[src/shared/mctu_defs.vh]
// constants of the multi channel timer unit
// What this block does
// - four subsystems: prescaler, counter, two compares
// - eight pins, pwm output only; inputs observed, no capture
// - sixteen flags, enables, one request per subsystem
// - low-power state stops all subsystem clocks
// - dual mode: two 8-bit counters, own go bits
// - prescaler runs while any counter runs
// - period match clears; 00h-01h step toggles output
// - duty match returns output to default next step
// - duty above period gives 100% duty
// - zero duty keeps output at default level
// - period and duty double buffered while running
// - reads return last written period and duty
// - counter writes only while both go bits clear (only the lower go bit in 16-bit mode)
// - preset counts from value, first 00h-01h toggles
// - preset above period rolls over at FFh
// - stop: default level, hold count, prescaler reset once both counters of the subsystem stop
// - 16-bit mode: concatenated counter, lower go bit
// - 16-bit mode: both pins same waveform, own polarity
// - flags: duty and period matches per byte in dual mode, whole word in 16-bit mode
`ifndef MCTU_DEFS_VH
`define MCTU_DEFS_VH
`define MCTU_NSUB 4
`define MCTU_PS_W 8
`define MCTU_CNT_W 16
`define MCTU_BYTE_W 8
`define MCTU_CNT_RST 16'h0000
`define MCTU_PS_RST 8'h00
`define MCTU_CMP_RST 16'h0000
`define MCTU_FLG_LDUTY 0
`define MCTU_FLG_LPER 1
`define MCTU_FLG_HDUTY 2
`define MCTU_FLG_HPER 3
`endif

[src/rtl/mctu_top.v]
// multi channel timer unit: four pwm subsystems with flags and requests
`timescale 1ns/10ps
`include "mctu_defs.vh"
module mctu_top (
  input wire clk_i,
  input wire sys_rst_i,
  input wire ce_i,
  input wire [3:0] low_power_i,
  input wire [3:0] wide_mode_i,
  input wire [7:0] counter_go_bit_i,
  input wire [7:0] output_default_level_bit_i,
  input wire [31:0] prescale_match_field_i,
  input wire [3:0] cnt_wr_i,
  input wire [63:0] cnt_wdata_i,
  input wire [3:0] per_wr_i,
  input wire [3:0] duty_wr_i,
  input wire [63:0] cmp_wdata_i,
  input wire [15:0] irq_en_i,
  input wire [15:0] flag_clr_i,
  input wire [7:0] timer_io_pin_i,
  output reg [7:0] timer_io_pin_o,
  output reg [7:0] timer_io_pin_oe_o,
  output reg [63:0] subsystem_counter_o,
  output reg [63:0] period_compare_register_o,
  output reg [63:0] duty_compare_register_o,
  output reg [15:0] match_flag_o,
  output reg [3:0] irq_o,
  output reg [7:0] pin_in_o
);
  reg [7:0] pin_s1_q; // first synchroniser stage
  reg [7:0] pin_s2_q; // second synchroniser stage
  reg [63:0] per_sh_q; // software-visible period
  reg [63:0] duty_sh_q; // software-visible duty
  reg [63:0] per_act_q; // active period
  reg [63:0] duty_act_q; // active duty
  reg [3:0] pend_q; // buffered update waiting
  reg [15:0] flag_q; // sticky match flags
  reg [7:0] act16_q; // wide-mode output state per subsystem (bit 2s)
  wire [63:0] cnt_w;
  wire [7:0] per_eq_w;
  wire [7:0] duty_eq_w;
  wire [7:0] wrap_w;
  wire [7:0] z_w;
  wire [7:0] act_w;
  wire [3:0] tick_w;
  wire [7:0] run_w;
  wire [3:0] any_w;
  wire [15:0] ev_w;
  genvar g;

  // pins are sampled through two flops; capture mode is not built, pins only observed
  always @(posedge clk_i) begin
    if (sys_rst_i) begin
      pin_s1_q <= 8'h00;
      pin_s2_q <= 8'h00;
    end else if (ce_i) begin
      pin_s1_q <= timer_io_pin_i;
      pin_s2_q <= pin_s1_q;
    end
  end

  generate
    for (g = 0; g < 4; g = g + 1) begin : sub
      wire lp;
      wire wide;
      wire go_lo;
      wire go_hi;
      wire stop_lo;
      wire wide_per;
      wire wide_inc;
      wire [15:0] c16;
      wire [15:0] d16;
      wire [15:0] p16;
      assign lp = low_power_i[g];
      assign wide = wide_mode_i[g];
      assign go_lo = counter_go_bit_i[2*g] & ~lp;
      assign go_hi = counter_go_bit_i[2*g+1] & ~lp & ~wide;
      assign run_w[2*g] = go_lo;
      assign run_w[2*g+1] = wide ? go_lo : go_hi;
      assign any_w[g] = go_lo | go_hi;
      assign c16 = cnt_w[16*g+15:16*g];
      assign d16 = duty_act_q[16*g+15:16*g];
      assign p16 = per_act_q[16*g+15:16*g];
      assign wide_per = per_eq_w[2*g] & per_eq_w[2*g+1];
      assign wide_inc = go_lo & tick_w[g];
      assign stop_lo = ~any_w[g];

      mctu_prescaler u_ps (
        .clk_i(clk_i),
        .sys_rst_i(sys_rst_i),
        .ce_i(ce_i & ~lp),
        .any_run_i(any_w[g]),
        .match_i(prescale_match_field_i[8*g+7:8*g]),
        .tick_o(tick_w[g])
      );
      mctu_pwm_lane u_lo (
        .clk_i(clk_i),
        .sys_rst_i(sys_rst_i),
        .ce_i(ce_i & ~lp),
        .run_i(run_w[2*g]),
        .tick_i(tick_w[g]),
        .carry_in_i(1'b1),
        .wide_i(wide),
        .load_i(cnt_wr_i[g] & stop_lo),
        .load_val_i(cnt_wdata_i[16*g+7:16*g]),
        .per_i(per_act_q[16*g+7:16*g]),
        .duty_i(duty_act_q[16*g+7:16*g]),
        .hi_per_eq_i(per_eq_w[2*g+1]),
        .hi_duty_eq_i(duty_eq_w[2*g+1]),
        .cnt_o(cnt_w[16*g+7:16*g]),
        .per_eq_o(per_eq_w[2*g]),
        .duty_eq_o(duty_eq_w[2*g]),
        .wrap_o(wrap_w[2*g]),
        .step01_o(z_w[2*g]),
        .active_o(act_w[2*g])
      );
      mctu_pwm_lane u_hi (
        .clk_i(clk_i),
        .sys_rst_i(sys_rst_i),
        .ce_i(ce_i & ~lp),
        .run_i(run_w[2*g+1]),
        .tick_i(tick_w[g]),
        .carry_in_i(wrap_w[2*g]),
        .wide_i(wide),
        .load_i(cnt_wr_i[g] & stop_lo),
        .load_val_i(cnt_wdata_i[16*g+15:16*g+8]),
        .per_i(per_act_q[16*g+15:16*g+8]),
        .duty_i(duty_act_q[16*g+15:16*g+8]),
        .hi_per_eq_i(per_eq_w[2*g]),
        .hi_duty_eq_i(duty_eq_w[2*g]),
        .cnt_o(cnt_w[16*g+15:16*g+8]),
        .per_eq_o(per_eq_w[2*g+1]),
        .duty_eq_o(duty_eq_w[2*g+1]),
        .wrap_o(wrap_w[2*g+1]),
        .step01_o(z_w[2*g+1]),
        .active_o(act_w[2*g+1])
      );

      // match events per byte in dual mode, whole word in wide mode
      assign ev_w[4*g+0] = wide ? (wide_inc & (c16 == d16)) : (run_w[2*g] & tick_w[g] & duty_eq_w[2*g]);
      assign ev_w[4*g+1] = wide ? (wide_inc & wide_per) : (run_w[2*g] & tick_w[g] & per_eq_w[2*g]);
      assign ev_w[4*g+2] = ~wide & run_w[2*g+1] & tick_w[g] & duty_eq_w[2*g+1];
      assign ev_w[4*g+3] = ~wide & run_w[2*g+1] & tick_w[g] & per_eq_w[2*g+1];

      // wide-mode output state from the full 16-bit compare
      always @(posedge clk_i) begin
        if (sys_rst_i) begin
          act16_q[2*g] <= 1'b0;
        end else if (ce_i & ~lp) begin
          if (~go_lo) begin
            act16_q[2*g] <= 1'b0;
          end else if (wide_inc) begin
            if (c16 == 16'h0000 && d16 != 16'h0000) begin
              act16_q[2*g] <= 1'b1;
            end else if (c16 == d16 && c16 != p16) begin
              act16_q[2*g] <= 1'b0;
            end else if (d16 > p16 && d16 != 16'h0000) begin
              act16_q[2*g] <= 1'b1;
            end
          end
        end
      end
      always @(posedge clk_i) begin
        if (sys_rst_i) begin
          act16_q[2*g+1] <= 1'b0;
        end else if (ce_i) begin
          act16_q[2*g+1] <= 1'b0;
        end
      end

      // double-buffered compares: shadow written on any strobe outside low power, active loaded at period match or stop
      always @(posedge clk_i) begin
        if (sys_rst_i) begin
          per_sh_q[16*g+15:16*g] <= `MCTU_CMP_RST;
          duty_sh_q[16*g+15:16*g] <= `MCTU_CMP_RST;
          per_act_q[16*g+15:16*g] <= `MCTU_CMP_RST;
          duty_act_q[16*g+15:16*g] <= `MCTU_CMP_RST;
          pend_q[g] <= 1'b0;
        end else if (ce_i & ~lp) begin
          if (per_wr_i[g]) begin
            per_sh_q[16*g+15:16*g] <= cmp_wdata_i[16*g+15:16*g];
          end
          if (duty_wr_i[g]) begin
            duty_sh_q[16*g+15:16*g] <= cmp_wdata_i[16*g+15:16*g];
          end
          if (per_wr_i[g] | duty_wr_i[g]) begin
            pend_q[g] <= 1'b1;
          end else if (pend_q[g] & (stop_lo | ev_w[4*g+1] | ev_w[4*g+3])) begin
            per_act_q[16*g+15:16*g] <= per_sh_q[16*g+15:16*g];
            duty_act_q[16*g+15:16*g] <= duty_sh_q[16*g+15:16*g];
            pend_q[g] <= 1'b0;
          end
        end
      end
    end
  endgenerate

  // sticky flags: a new event wins over a same-cycle clear; clears blocked in low power
  always @(posedge clk_i) begin : flags
    integer i;
    if (sys_rst_i) begin
      flag_q <= 16'h0000;
    end else if (ce_i) begin
      for (i = 0; i < 16; i = i + 1) begin
        if (ev_w[i]) begin
          flag_q[i] <= 1'b1;
        end else if (flag_clr_i[i] & ~low_power_i[i/4]) begin
          flag_q[i] <= 1'b0;
        end
      end
    end
  end

  // registered outputs: pins, enables, requests and visible state
  always @(posedge clk_i) begin : outs
    integer s;
    if (sys_rst_i) begin
      timer_io_pin_o <= 8'h00;
      timer_io_pin_oe_o <= 8'h00;
      irq_o <= 4'h0;
      subsystem_counter_o <= 64'h0;
      period_compare_register_o <= 64'h0;
      duty_compare_register_o <= 64'h0;
      match_flag_o <= 16'h0000;
      pin_in_o <= 8'h00;
    end else if (ce_i) begin
      for (s = 0; s < 4; s = s + 1) begin
        if (wide_mode_i[s]) begin
          timer_io_pin_o[2*s] <= output_default_level_bit_i[2*s] ^ act16_q[2*s];
          timer_io_pin_o[2*s+1] <= output_default_level_bit_i[2*s+1] ^ act16_q[2*s];
        end else begin
          timer_io_pin_o[2*s] <= output_default_level_bit_i[2*s] ^ act_w[2*s];
          timer_io_pin_o[2*s+1] <= output_default_level_bit_i[2*s+1] ^ act_w[2*s+1];
        end
        irq_o[s] <= |(flag_q[4*s+3 -: 4] & irq_en_i[4*s+3 -: 4]);
      end
      timer_io_pin_oe_o <= 8'hff;
      subsystem_counter_o <= cnt_w;
      period_compare_register_o <= per_sh_q;
      duty_compare_register_o <= duty_sh_q;
      match_flag_o <= flag_q;
      pin_in_o <= pin_s2_q;
    end
  end
endmodule

[src/rtl/mctu_pwm_lane.v]
// one 8-bit pwm lane: counter byte, compare, output level
`timescale 1ns/10ps
`include "mctu_defs.vh"
module mctu_pwm_lane (
  input wire clk_i,
  input wire sys_rst_i,
  input wire ce_i,
  input wire run_i,
  input wire tick_i,
  input wire carry_in_i,
  input wire wide_i,
  input wire load_i,
  input wire [7:0] load_val_i,
  input wire [7:0] per_i,
  input wire [7:0] duty_i,
  input wire hi_per_eq_i,
  input wire hi_duty_eq_i,
  output wire [7:0] cnt_o,
  output wire per_eq_o,
  output wire duty_eq_o,
  output wire wrap_o,
  output wire step01_o,
  output wire active_o
);
  reg [7:0] cnt_q; // counter byte, kept across stop
  reg act_q; // output in its opposite level
  wire inc; // this byte advances now
  wire clr; // period reached, clear instead of increment
  assign per_eq_o = (cnt_q == per_i);
  assign duty_eq_o = (cnt_q == duty_i);
  // in wide mode the high byte only moves on a low byte carry or a wide clear
  assign inc = run_i & tick_i & (~wide_i | carry_in_i);
  assign clr = wide_i ? (per_eq_o & hi_per_eq_i) : per_eq_o;
  assign wrap_o = (cnt_q == 8'hff) | clr;
  assign step01_o = (cnt_q == 8'h00);
  assign cnt_o = cnt_q;
  assign active_o = act_q;
  // counter byte: clear on period match, roll over at ffh otherwise
  always @(posedge clk_i) begin
    if (sys_rst_i) begin
      cnt_q <= 8'h00;
    end else if (ce_i) begin
      if (load_i) begin
        cnt_q <= load_val_i;
      end else if (inc) begin
        if (clr) begin
          cnt_q <= 8'h00;
        end else begin
          cnt_q <= cnt_q + 8'h01;
        end
      end
    end
  end
  // output level state; only used when not wide
  always @(posedge clk_i) begin
    if (sys_rst_i) begin
      act_q <= 1'b0;
    end else if (ce_i) begin
      if (~run_i) begin
        act_q <= 1'b0;
      end else if (inc & ~wide_i) begin
        if (cnt_q == 8'h00 && duty_i != 8'h00) begin
          act_q <= 1'b1;
        end else if (duty_eq_o & ~per_eq_o) begin
          act_q <= 1'b0;
        end else if (duty_i > per_i && duty_i != 8'h00) begin
          act_q <= 1'b1;
        end
      end
    end
  end
endmodule

[src/rtl/mctu_prescaler.v]
// 8-bit prescaler that issues one count tick per match
`timescale 1ns/10ps
`include "mctu_defs.vh"
module mctu_prescaler (
  input wire clk_i,
  input wire sys_rst_i,
  input wire ce_i,
  input wire any_run_i,
  input wire [7:0] match_i,
  output wire tick_o
);
  reg [7:0] ps_q; // prescale count
  assign tick_o = any_run_i & (ps_q == match_i);
  // counts zero to the match field then restarts; cleared when nothing runs
  always @(posedge clk_i) begin
    if (sys_rst_i) begin
      ps_q <= `MCTU_PS_RST;
    end else if (ce_i) begin
      if (~any_run_i) begin
        ps_q <= `MCTU_PS_RST;
      end else if (tick_o) begin
        ps_q <= `MCTU_PS_RST;
      end else begin
        ps_q <= ps_q + 8'h01;
      end
    end
  end
endmodule

[config.mk]
export PLATFORM = sky130hd
export DESIGN_NAME = mctu_top
export DESIGN_NICKNAME = d
export VERILOG_FILES = /design/src/rtl/mctu_top.v /design/src/rtl/mctu_pwm_lane.v /design/src/rtl/mctu_prescaler.v
export VERILOG_INCLUDE_DIRS = /design/src /design/src/shared
export SDC_FILE = /design/constraint.sdc
export NUM_CORES = 2
export LEC_CHECK = 0
export BUFFER_PORTS_ARGS = -buffer_cell sky130_fd_sc_hd__buf_2
export CORE_ASPECT_RATIO = 1.25
export CORE_MARGIN = 3
export CORE_UTILIZATION = 40
export CTS_CLUSTER_DIAMETER = 50
export DETAILED_ROUTE_END_ITERATION = 6
export HOLD_SLACK_MARGIN = 0.06
export PLACE_DENSITY = 0.66
export SLEW_MARGIN = 15
export SYNTH_ARGS = -nofsm -noshare
export SYNTH_HDL_FRONTEND = slang
export SYNTH_SLANG_ARGS = --single-unit
[constraint.sdc]
create_clock -name clk_i -period 3.7 [get_ports clk_i]
set_input_delay 0.185 -clock clk_i [delete_from_list [all_inputs] [get_ports clk_i]]
set_output_delay 0.185 -clock clk_i [all_outputs]
set_load 0.01 [all_outputs]
Word-level counts from Yosys, hierarchy flattened
Cells that the tools add are included.
{"block": "totals", "latch_bits": 0, "ff_bits": 629, "ram_bits": 0, "romBits": 0, "n_memories": 0, "inputBits": 239}
{"block": "classes", "n_mul": 0, "n_shift": 0, "add_sub_neg": 12, "div": 0, "n_reduce_logical": 136, "order_cmp": 12, "n_eq_ne": 56, "bitwise_logic": 176, "muxes": 156}
{"op": "8-bit two-way mux", "n": 32}
{"op": "8-bit equality test", "n": 20}
{"op": "1-bit two-way mux", "n": 120}
{"op": "1-bit bitwise AND", "n": 108}
{"op": "8-bit by 1-bit adder with 8-bit output (second input constant)", "n": 12}
{"op": "2-bit AND reduction", "n": 36}
{"op": "16-bit equality test", "n": 4}
{"op": "16-bit > comparator", "n": 4}
{"op": "8-bit > comparator", "n": 8}
{"op": "16-bit zero test", "n": 4}
{"op": "8-bit zero test", "n": 8}
{"op": "16-bit != test", "n": 4}
{"op": "16-bit nonzero test", "n": 4}
{"op": "8-bit nonzero test", "n": 8}
{"op": "2-bit nonzero test", "n": 28}
{"op": "3-bit AND reduction", "n": 16}
{"op": "8-bit equality test (second input constant)", "n": 4}
{"op": "4-bit by 1-bit != test with 1-bit output (second input constant)", "n": 8}
{"op": "1-bit logical AND", "n": 28}
{"op": "1-bit NOT", "n": 24}
{"op": "1-bit bitwise OR", "n": 24}
{"op": "4-bit bitwise AND", "n": 4}
{"op": "2-bit by 1-bit != test with 1-bit output (second input constant)", "n": 8}
{"op": "4-bit != test (second input constant)", "n": 4}
{"op": "other kinds (4)", "n": 28}

Longest topological paths before layout
{"block": "logic_depth", "ltp_word": 13, "depth_mapped": 10, "depth_no_buf": 9}

Hierarchy
Synthesis repeated with hierarchy kept, for this count alone.
{"block": "hier_totals", "cells_unflattened": 3883, "hier_area_um2": 34090.2}
{"module": "mctu_top", "instances": 1, "area_each_um2": 22764.3, "cells_each": 2451}
{"module": "mctu_pwm_lane", "instances": 8, "area_each_um2": 1142.3, "cells_each": 148}
{"module": "mctu_prescaler", "instances": 4, "area_each_um2": 546.8, "cells_each": 62}

Worst setup path after synthesis
No wires, ideal clock.
{"block": "synth_timing", "path_kind": "register to register", "from": "register sub[2].u_lo.cnt_q[0]", "to": "register duty_act_q[34] (netlist: sub[2].d16[2])", "required_time_ns": 3.572, "setup_slack_ns": 1.467, "t_arrival_ns": 2.105, "setup_ns": 0.128, "path_stages_with_launch": 10, "cell_sequence": "dfxtp_1 clkbuf_1 xnor2_1 nand4_1 nor4_4 a221oi_2 o31ai_4 buf_6 mux2i_1 nor2_1"}
{"block": "synth_between", "elab_chain_cells": 8}
{"element": "start: declaration", "line": "mctu_pwm_lane.v:25", "text": "reg [7:0] cnt_q;"}
{"element": "start signal: assignment", "line": "mctu_pwm_lane.v:44", "text": "cnt_q <= load_val_i;"}
{"element": "start signal: assignment", "line": "mctu_pwm_lane.v:49", "text": "cnt_q <= cnt_q + 8'h01;"}
{"element": "8-bit equality test *", "line": "mctu_pwm_lane.v:29", "text": "assign per_eq_o = (cnt_q == per_i);"}
{"element": "1-bit bitwise AND", "line": "mctu_top.v:84", "text": "assign wide_per = per_eq_w[2*g] & per_eq_w[2*g+1];"}
{"element": "1-bit bitwise AND", "line": "mctu_top.v:141", "text": "assign ev_w[4*g+1] = wide ? (wide_inc & wide_per) : (run_w[2*g] & tick_w[g] & per_eq_w[2*g]);"}
{"element": "1-bit two-way mux *", "line": "mctu_top.v:141"}
{"element": "1-bit bitwise OR * (2 in a row)", "line": "mctu_top.v:188", "text": "end else if (pend_q[g] & (stop_lo | ev_w[4*g+1] | ev_w[4*g+3])) begin"}
{"element": "1-bit bitwise AND *", "line": "mctu_top.v:188"}
{"element": "3-bit AND reduction (no line) *"}
{"element": "end signal: indexed assignment", "line": "mctu_top.v:177", "text": "duty_act_q[16*g+15:16*g] <= `MCTU_CMP_RST;"}
{"element": "end signal: indexed assignment", "line": "mctu_top.v:190", "text": "duty_act_q[16*g+15:16*g] <= duty_sh_q[16*g+15:16*g];"}
{"element": "end: declaration", "line": "mctu_top.v:35", "text": "reg [63:0] duty_act_q;"}
Every way passes the cells marked *; elsewhere a longest branch is shown, timed or not.
A chain may end at the register's enable or synchronous reset.

Worst setup path after layout
{"block": "layout_timing", "from": "register sub[0].u_lo.cnt_q[3]", "to": "register per_act_q[2] (netlist: sub[0].p16[2])"}
{"block": "layout_between", "elab_chain_cells": 8}
{"element": "start: declaration", "line": "mctu_pwm_lane.v:25"}
{"element": "start signal: assignment", "line": "mctu_pwm_lane.v:44"}
{"element": "start signal: assignment", "line": "mctu_pwm_lane.v:49"}
{"element": "8-bit equality test *", "line": "mctu_pwm_lane.v:29"}
{"element": "1-bit bitwise AND", "line": "mctu_top.v:84"}
{"element": "1-bit bitwise AND", "line": "mctu_top.v:141"}
{"element": "1-bit two-way mux *", "line": "mctu_top.v:141"}
{"element": "1-bit bitwise OR * (2 in a row)", "line": "mctu_top.v:188"}
{"element": "1-bit bitwise AND *", "line": "mctu_top.v:188"}
{"element": "3-bit AND reduction (no line) *"}
{"element": "end signal: indexed assignment", "line": "mctu_top.v:176", "text": "per_act_q[16*g+15:16*g] <= `MCTU_CMP_RST;"}
{"element": "end signal: indexed assignment", "line": "mctu_top.v:189", "text": "per_act_q[16*g+15:16*g] <= per_sh_q[16*g+15:16*g];"}
{"element": "end: declaration", "line": "mctu_top.v:34", "text": "reg [63:0] per_act_q;"}
Marked as above.

==> flow_metrics.tcl <==
set metrics [dict create \
    synth_most_common_cell "dfxtp_1" \
    syn-cell-area_um2 29300 \
    cts_tree "built" \
    p_sw_mw 4.08 \
    r2r_cells 8 \
    cp.depth 8 \
    ys_top_cells_by_area "dfxtp_1 (43%), mux2i_1 (13%), nor2_1 (6.6%)" \
    leakage_nw 16.4 \
    slowest_delay_ps 540 \
    syn_nets 3694 \
    drcViolationCount 0 \
    portBuffers 474 \
    final_max_slew_viol_count 0 \
    crit_chain "xor2_1, nor4_1, nand2_1, o221ai_1, a22o_2, buf_12, mux2i_1, nor2_1" \
    hold_path_class "in2reg" \
    post_cts_buffers 0 \
    internal_power_mw 12.0 \
    status "finished clean" \
    grt_max_degree 110 \
    cp.arrival_ps 3370 \
    cts_resized 0 \
    finalNonFillerCells 4919 \
    vias 25800 \
    grt_pass1_vias 25200 \
    maxCapViolations 0 \
    synth.avg_cell_area_um2 8.69 \
    finalSetupTns_ps 0 \
    criticalPathCategory "reg2reg" \
    first_iter_violations 1758 \
    routedWlPerCell_um 17.9 \
    cts-root-buf "clkbuf_16" \
    worstReg2RegStart "sub[0].u_lo.cnt_o[3]$_SDFFE_PP0P_" \
    synth_flop_cell "dfxtp_1" \
    p_comb_share_pct 8.5 \
    r2r-end "sub[0].p16[2]$_SDFFE_PP0P_" \
    worstPathRequired_ps 4190 \
    drt-total-wl_um 88300 \
    yosys.area.top_type "dfxtp_1" \
    timing.fmax_mhz 348 \
    cts_buffers 76 \
    hold_depth 5 \
    start_kind "flop" \
    r2r_setup_slack_ps 820 \
    antenna_left 0 \
    clockBufferDepth 3 \
    worst_path_max_delay_cell "dfxtp_1" \
    dr.pass1.iters 7 \
    cp_top_family "simple AND/OR/NAND/NOR gates" \
    netSwitchingFraction_pct 25.3 \
    drt-vias-per-instance 5.25 \
    drive_gt1_share_pct 16.9 \
    num_rows 110 \
    timing.critical_path.from "sub[0].u_lo.cnt_o[3]$_SDFFE_PP0P_" \
    nets 4236 \
    finalSetupViolations 0 \
    coreArea_um2 72300 \
    clkTransAtPathRegs_ps 60 \
    seqPwrFrac_pct 43.7 \
    clkSinkCount 629 \
    timing.final.hold_violations 0 \
    rsz0062_at_grt "false" \
    ir_worst_vdd_mv 0.372 \
    clock_latency_ps 620 \
    syn2layout_area_growth_pct 25.1 \
    ys_ff_latch 629 \
    gr-total-overflow 0 \
    worstMarginPinSlew_ps 935 \
    yosys_warnings 0 \
    synth_edf_count 0 \
    timing.critical_path.buf_inv 1 \
    dieArea_um2 76500 \
    dp_hpwl_um 63200 \
    finClkSkew_ps 29.2 \
    relSlewSlack_pct 37.5 \
    synth_cell_type_count 72 \
    place_congestion 0.908 \
    yosysSeqAreaShare_pct 43.0 \
    async_flop_share_pct 0 \
    period_needed_ps 2880 \
    synthTopCellsByCount "dfxtp_1 (629), nor2_1 (513), nand2_1 (439)" \
    placed_cells 4594 \
    initial_core_util_pct 40.5 \
    synth_top_area_share_pct 43.0 \
    die_x_um 248 \
    p_clk_share_pct 47.8 \
    antenna_found_initial 2 \
    worstSetupEndpointType "flop" \
    path_max_fanout 21 \
    crit_path_end "sub[0].p16[2]$_SDFFE_PP0P_" \
    power_density_nw_per_um2 439 \
    die_h_um 308 \
    num_io_pins 475 \
    synthCells 3367 \
    cts_max_level 3 \
    min_period_over_period_pct 77.8 \
    grt_util_all_layers_pct 22.4 \
    grt_pass1_wl_um 139000 \
]
[kinds of logic after synthesis]
kind of cell / Yosys count / share of synthesized area [%]
fa+ha+maj: 88 / 3.76
compound gates: 484 / 10.5
xor+xnor: 217 / 6.49
buf+inv: 336 / 5.01
mux: 379 / 13.0
flops: 629 / 43.0
simple gates: 1234 / 18.3
[cell type report]
type,count,area [um2]
Fill cell,6815,35600
Multi-Input combinational cell,2402,15200
Sequential cell,629,12600
Tap cell,952,1190
Antenna cell,2,5.00
Clock buffer,93,2140
Timing Repair Buffer,693,4580
Clock inverter,41,487
Inverter,107,402
[worst reg2reg max path: cells and delay by family (launching register included)]
family,cells,cell delay (ps)
AOI/OAI and AO/OA,2,730
xor gates and xnor gates,1,140
buffers and inverters,1,250
and+or+nand+nor,3,870
DFF,1,540
muxes,1,220
[through the flow]
step           total power, mW  util, %  worst slack [ps]  hold WS [ps]  area [um2]
2_1_floorplan             7.92        -              1470           321       29300
3_3_place_gp              8.37     44.4              1010           419       32100
3_5_place_dp              8.38     44.4               919           431       32100
4_1_cts                   16.2     50.7               895          61.1       36600
5_1_grt                   16.7     50.7               677          99.7       36600
6_report                  16.1     50.7               823          96.0       36600
[sequential cells by signal (all words and copies together) (netlist names), 16 cells and up]
register / cells
duty_compare_register_o: 64
sub.u_hi.cnt_o: 32
sub.u_ps.ps_q: 32
period_compare_register_o: 64
sub.d16: 64
sub.u_lo.cnt_o: 32
match_flag_o: 16
sub.p16: 64
duty_sh_q: 64
subsystem_counter_o: 64
flag_q: 16
per_sh_q: 64
[placed cells by master, fill, tap and decap left out, types with 12 or more instances in the layout]
cell type / Yosys / layout
nor2_1: 513 / 513
nand3_1: 51 / 51
o2111ai_1: 17 / 17
nor2b_1: 16 / 15
xor2_1: 166 / 166
buf_4: 20 / 24
a21oi_1: 225 / 224
a22oi_1: 22 / 22
nand2b_1: 19 / 19
o21ai_0: 45 / 45
mux2i_1: 378 / 378
clkbuf_16: 0 / 79
o21ai_1: 15 / 15
inv_1: 106 / 106
nand4_1: 37 / 37
dlygate4sd3_1: 0 / 189
buf_2: 31 / 472
a221oi_1: 12 / 12
ha_1: 88 / 88
o32ai_1: 17 / 17
o211ai_1: 13 / 13
xnor2_1: 51 / 51
nor4_1: 45 / 45
nand2_1: 439 / 439
a21o_1: 21 / 21
and3_1: 22 / 22
nor3_1: 39 / 39
dfxtp_1: 629 / 629
a211oi_1: 12 / 12
[power by group through the flow]
stage	combinational, mW	sequential, mW	clock (mW)
floorplan	0.792	7.13	0
global placement	1.19	7.18	0
detailed placement	1.20	7.18	0
CTS	1.36	7.03	7.86
global route	1.49	7.04	8.12
finish	1.37	7.03	7.68
[how the worst min path moves through the flow]
stage                                  from                                end
after floorplan              cmp_wdata_i[0]          duty_sh_q[0]$_SDFFE_PP0P_
after global placement    timer_io_pin_i[7]           pin_s1_q[7]$_SDFFE_PP0P_
after detailed placement  timer_io_pin_i[7]           pin_s1_q[7]$_SDFFE_PP0P_
after CTS                   cnt_wdata_i[36]  sub[2].u_lo.cnt_o[4]$_SDFFE_PP0P_
after global routing           duty_wr_i[1]             pend_q[1]$_SDFFE_PP0P_
final                       cnt_wdata_i[36]  sub[2].u_lo.cnt_o[4]$_SDFFE_PP0P_
[metal layers]
layer | GRT usage (%) | part of all wire (%) | routed length, um
met2 | 38.7 | 49 | 43300
met3 | 3.99 | 5.8 | 5140
met5 | 0 | 0.011 | 10
met1 | 27.5 | 42 | 36800
met4 | 9.14 | 3.5 | 3090
[repair_timing]
action                                  4_1_cts  5_1_grt
endpoints found under the hold margin       260        0
endpoints found under the setup margin        0        0
hold buffers                                189        0
Power figures use the tool's default switching activity.
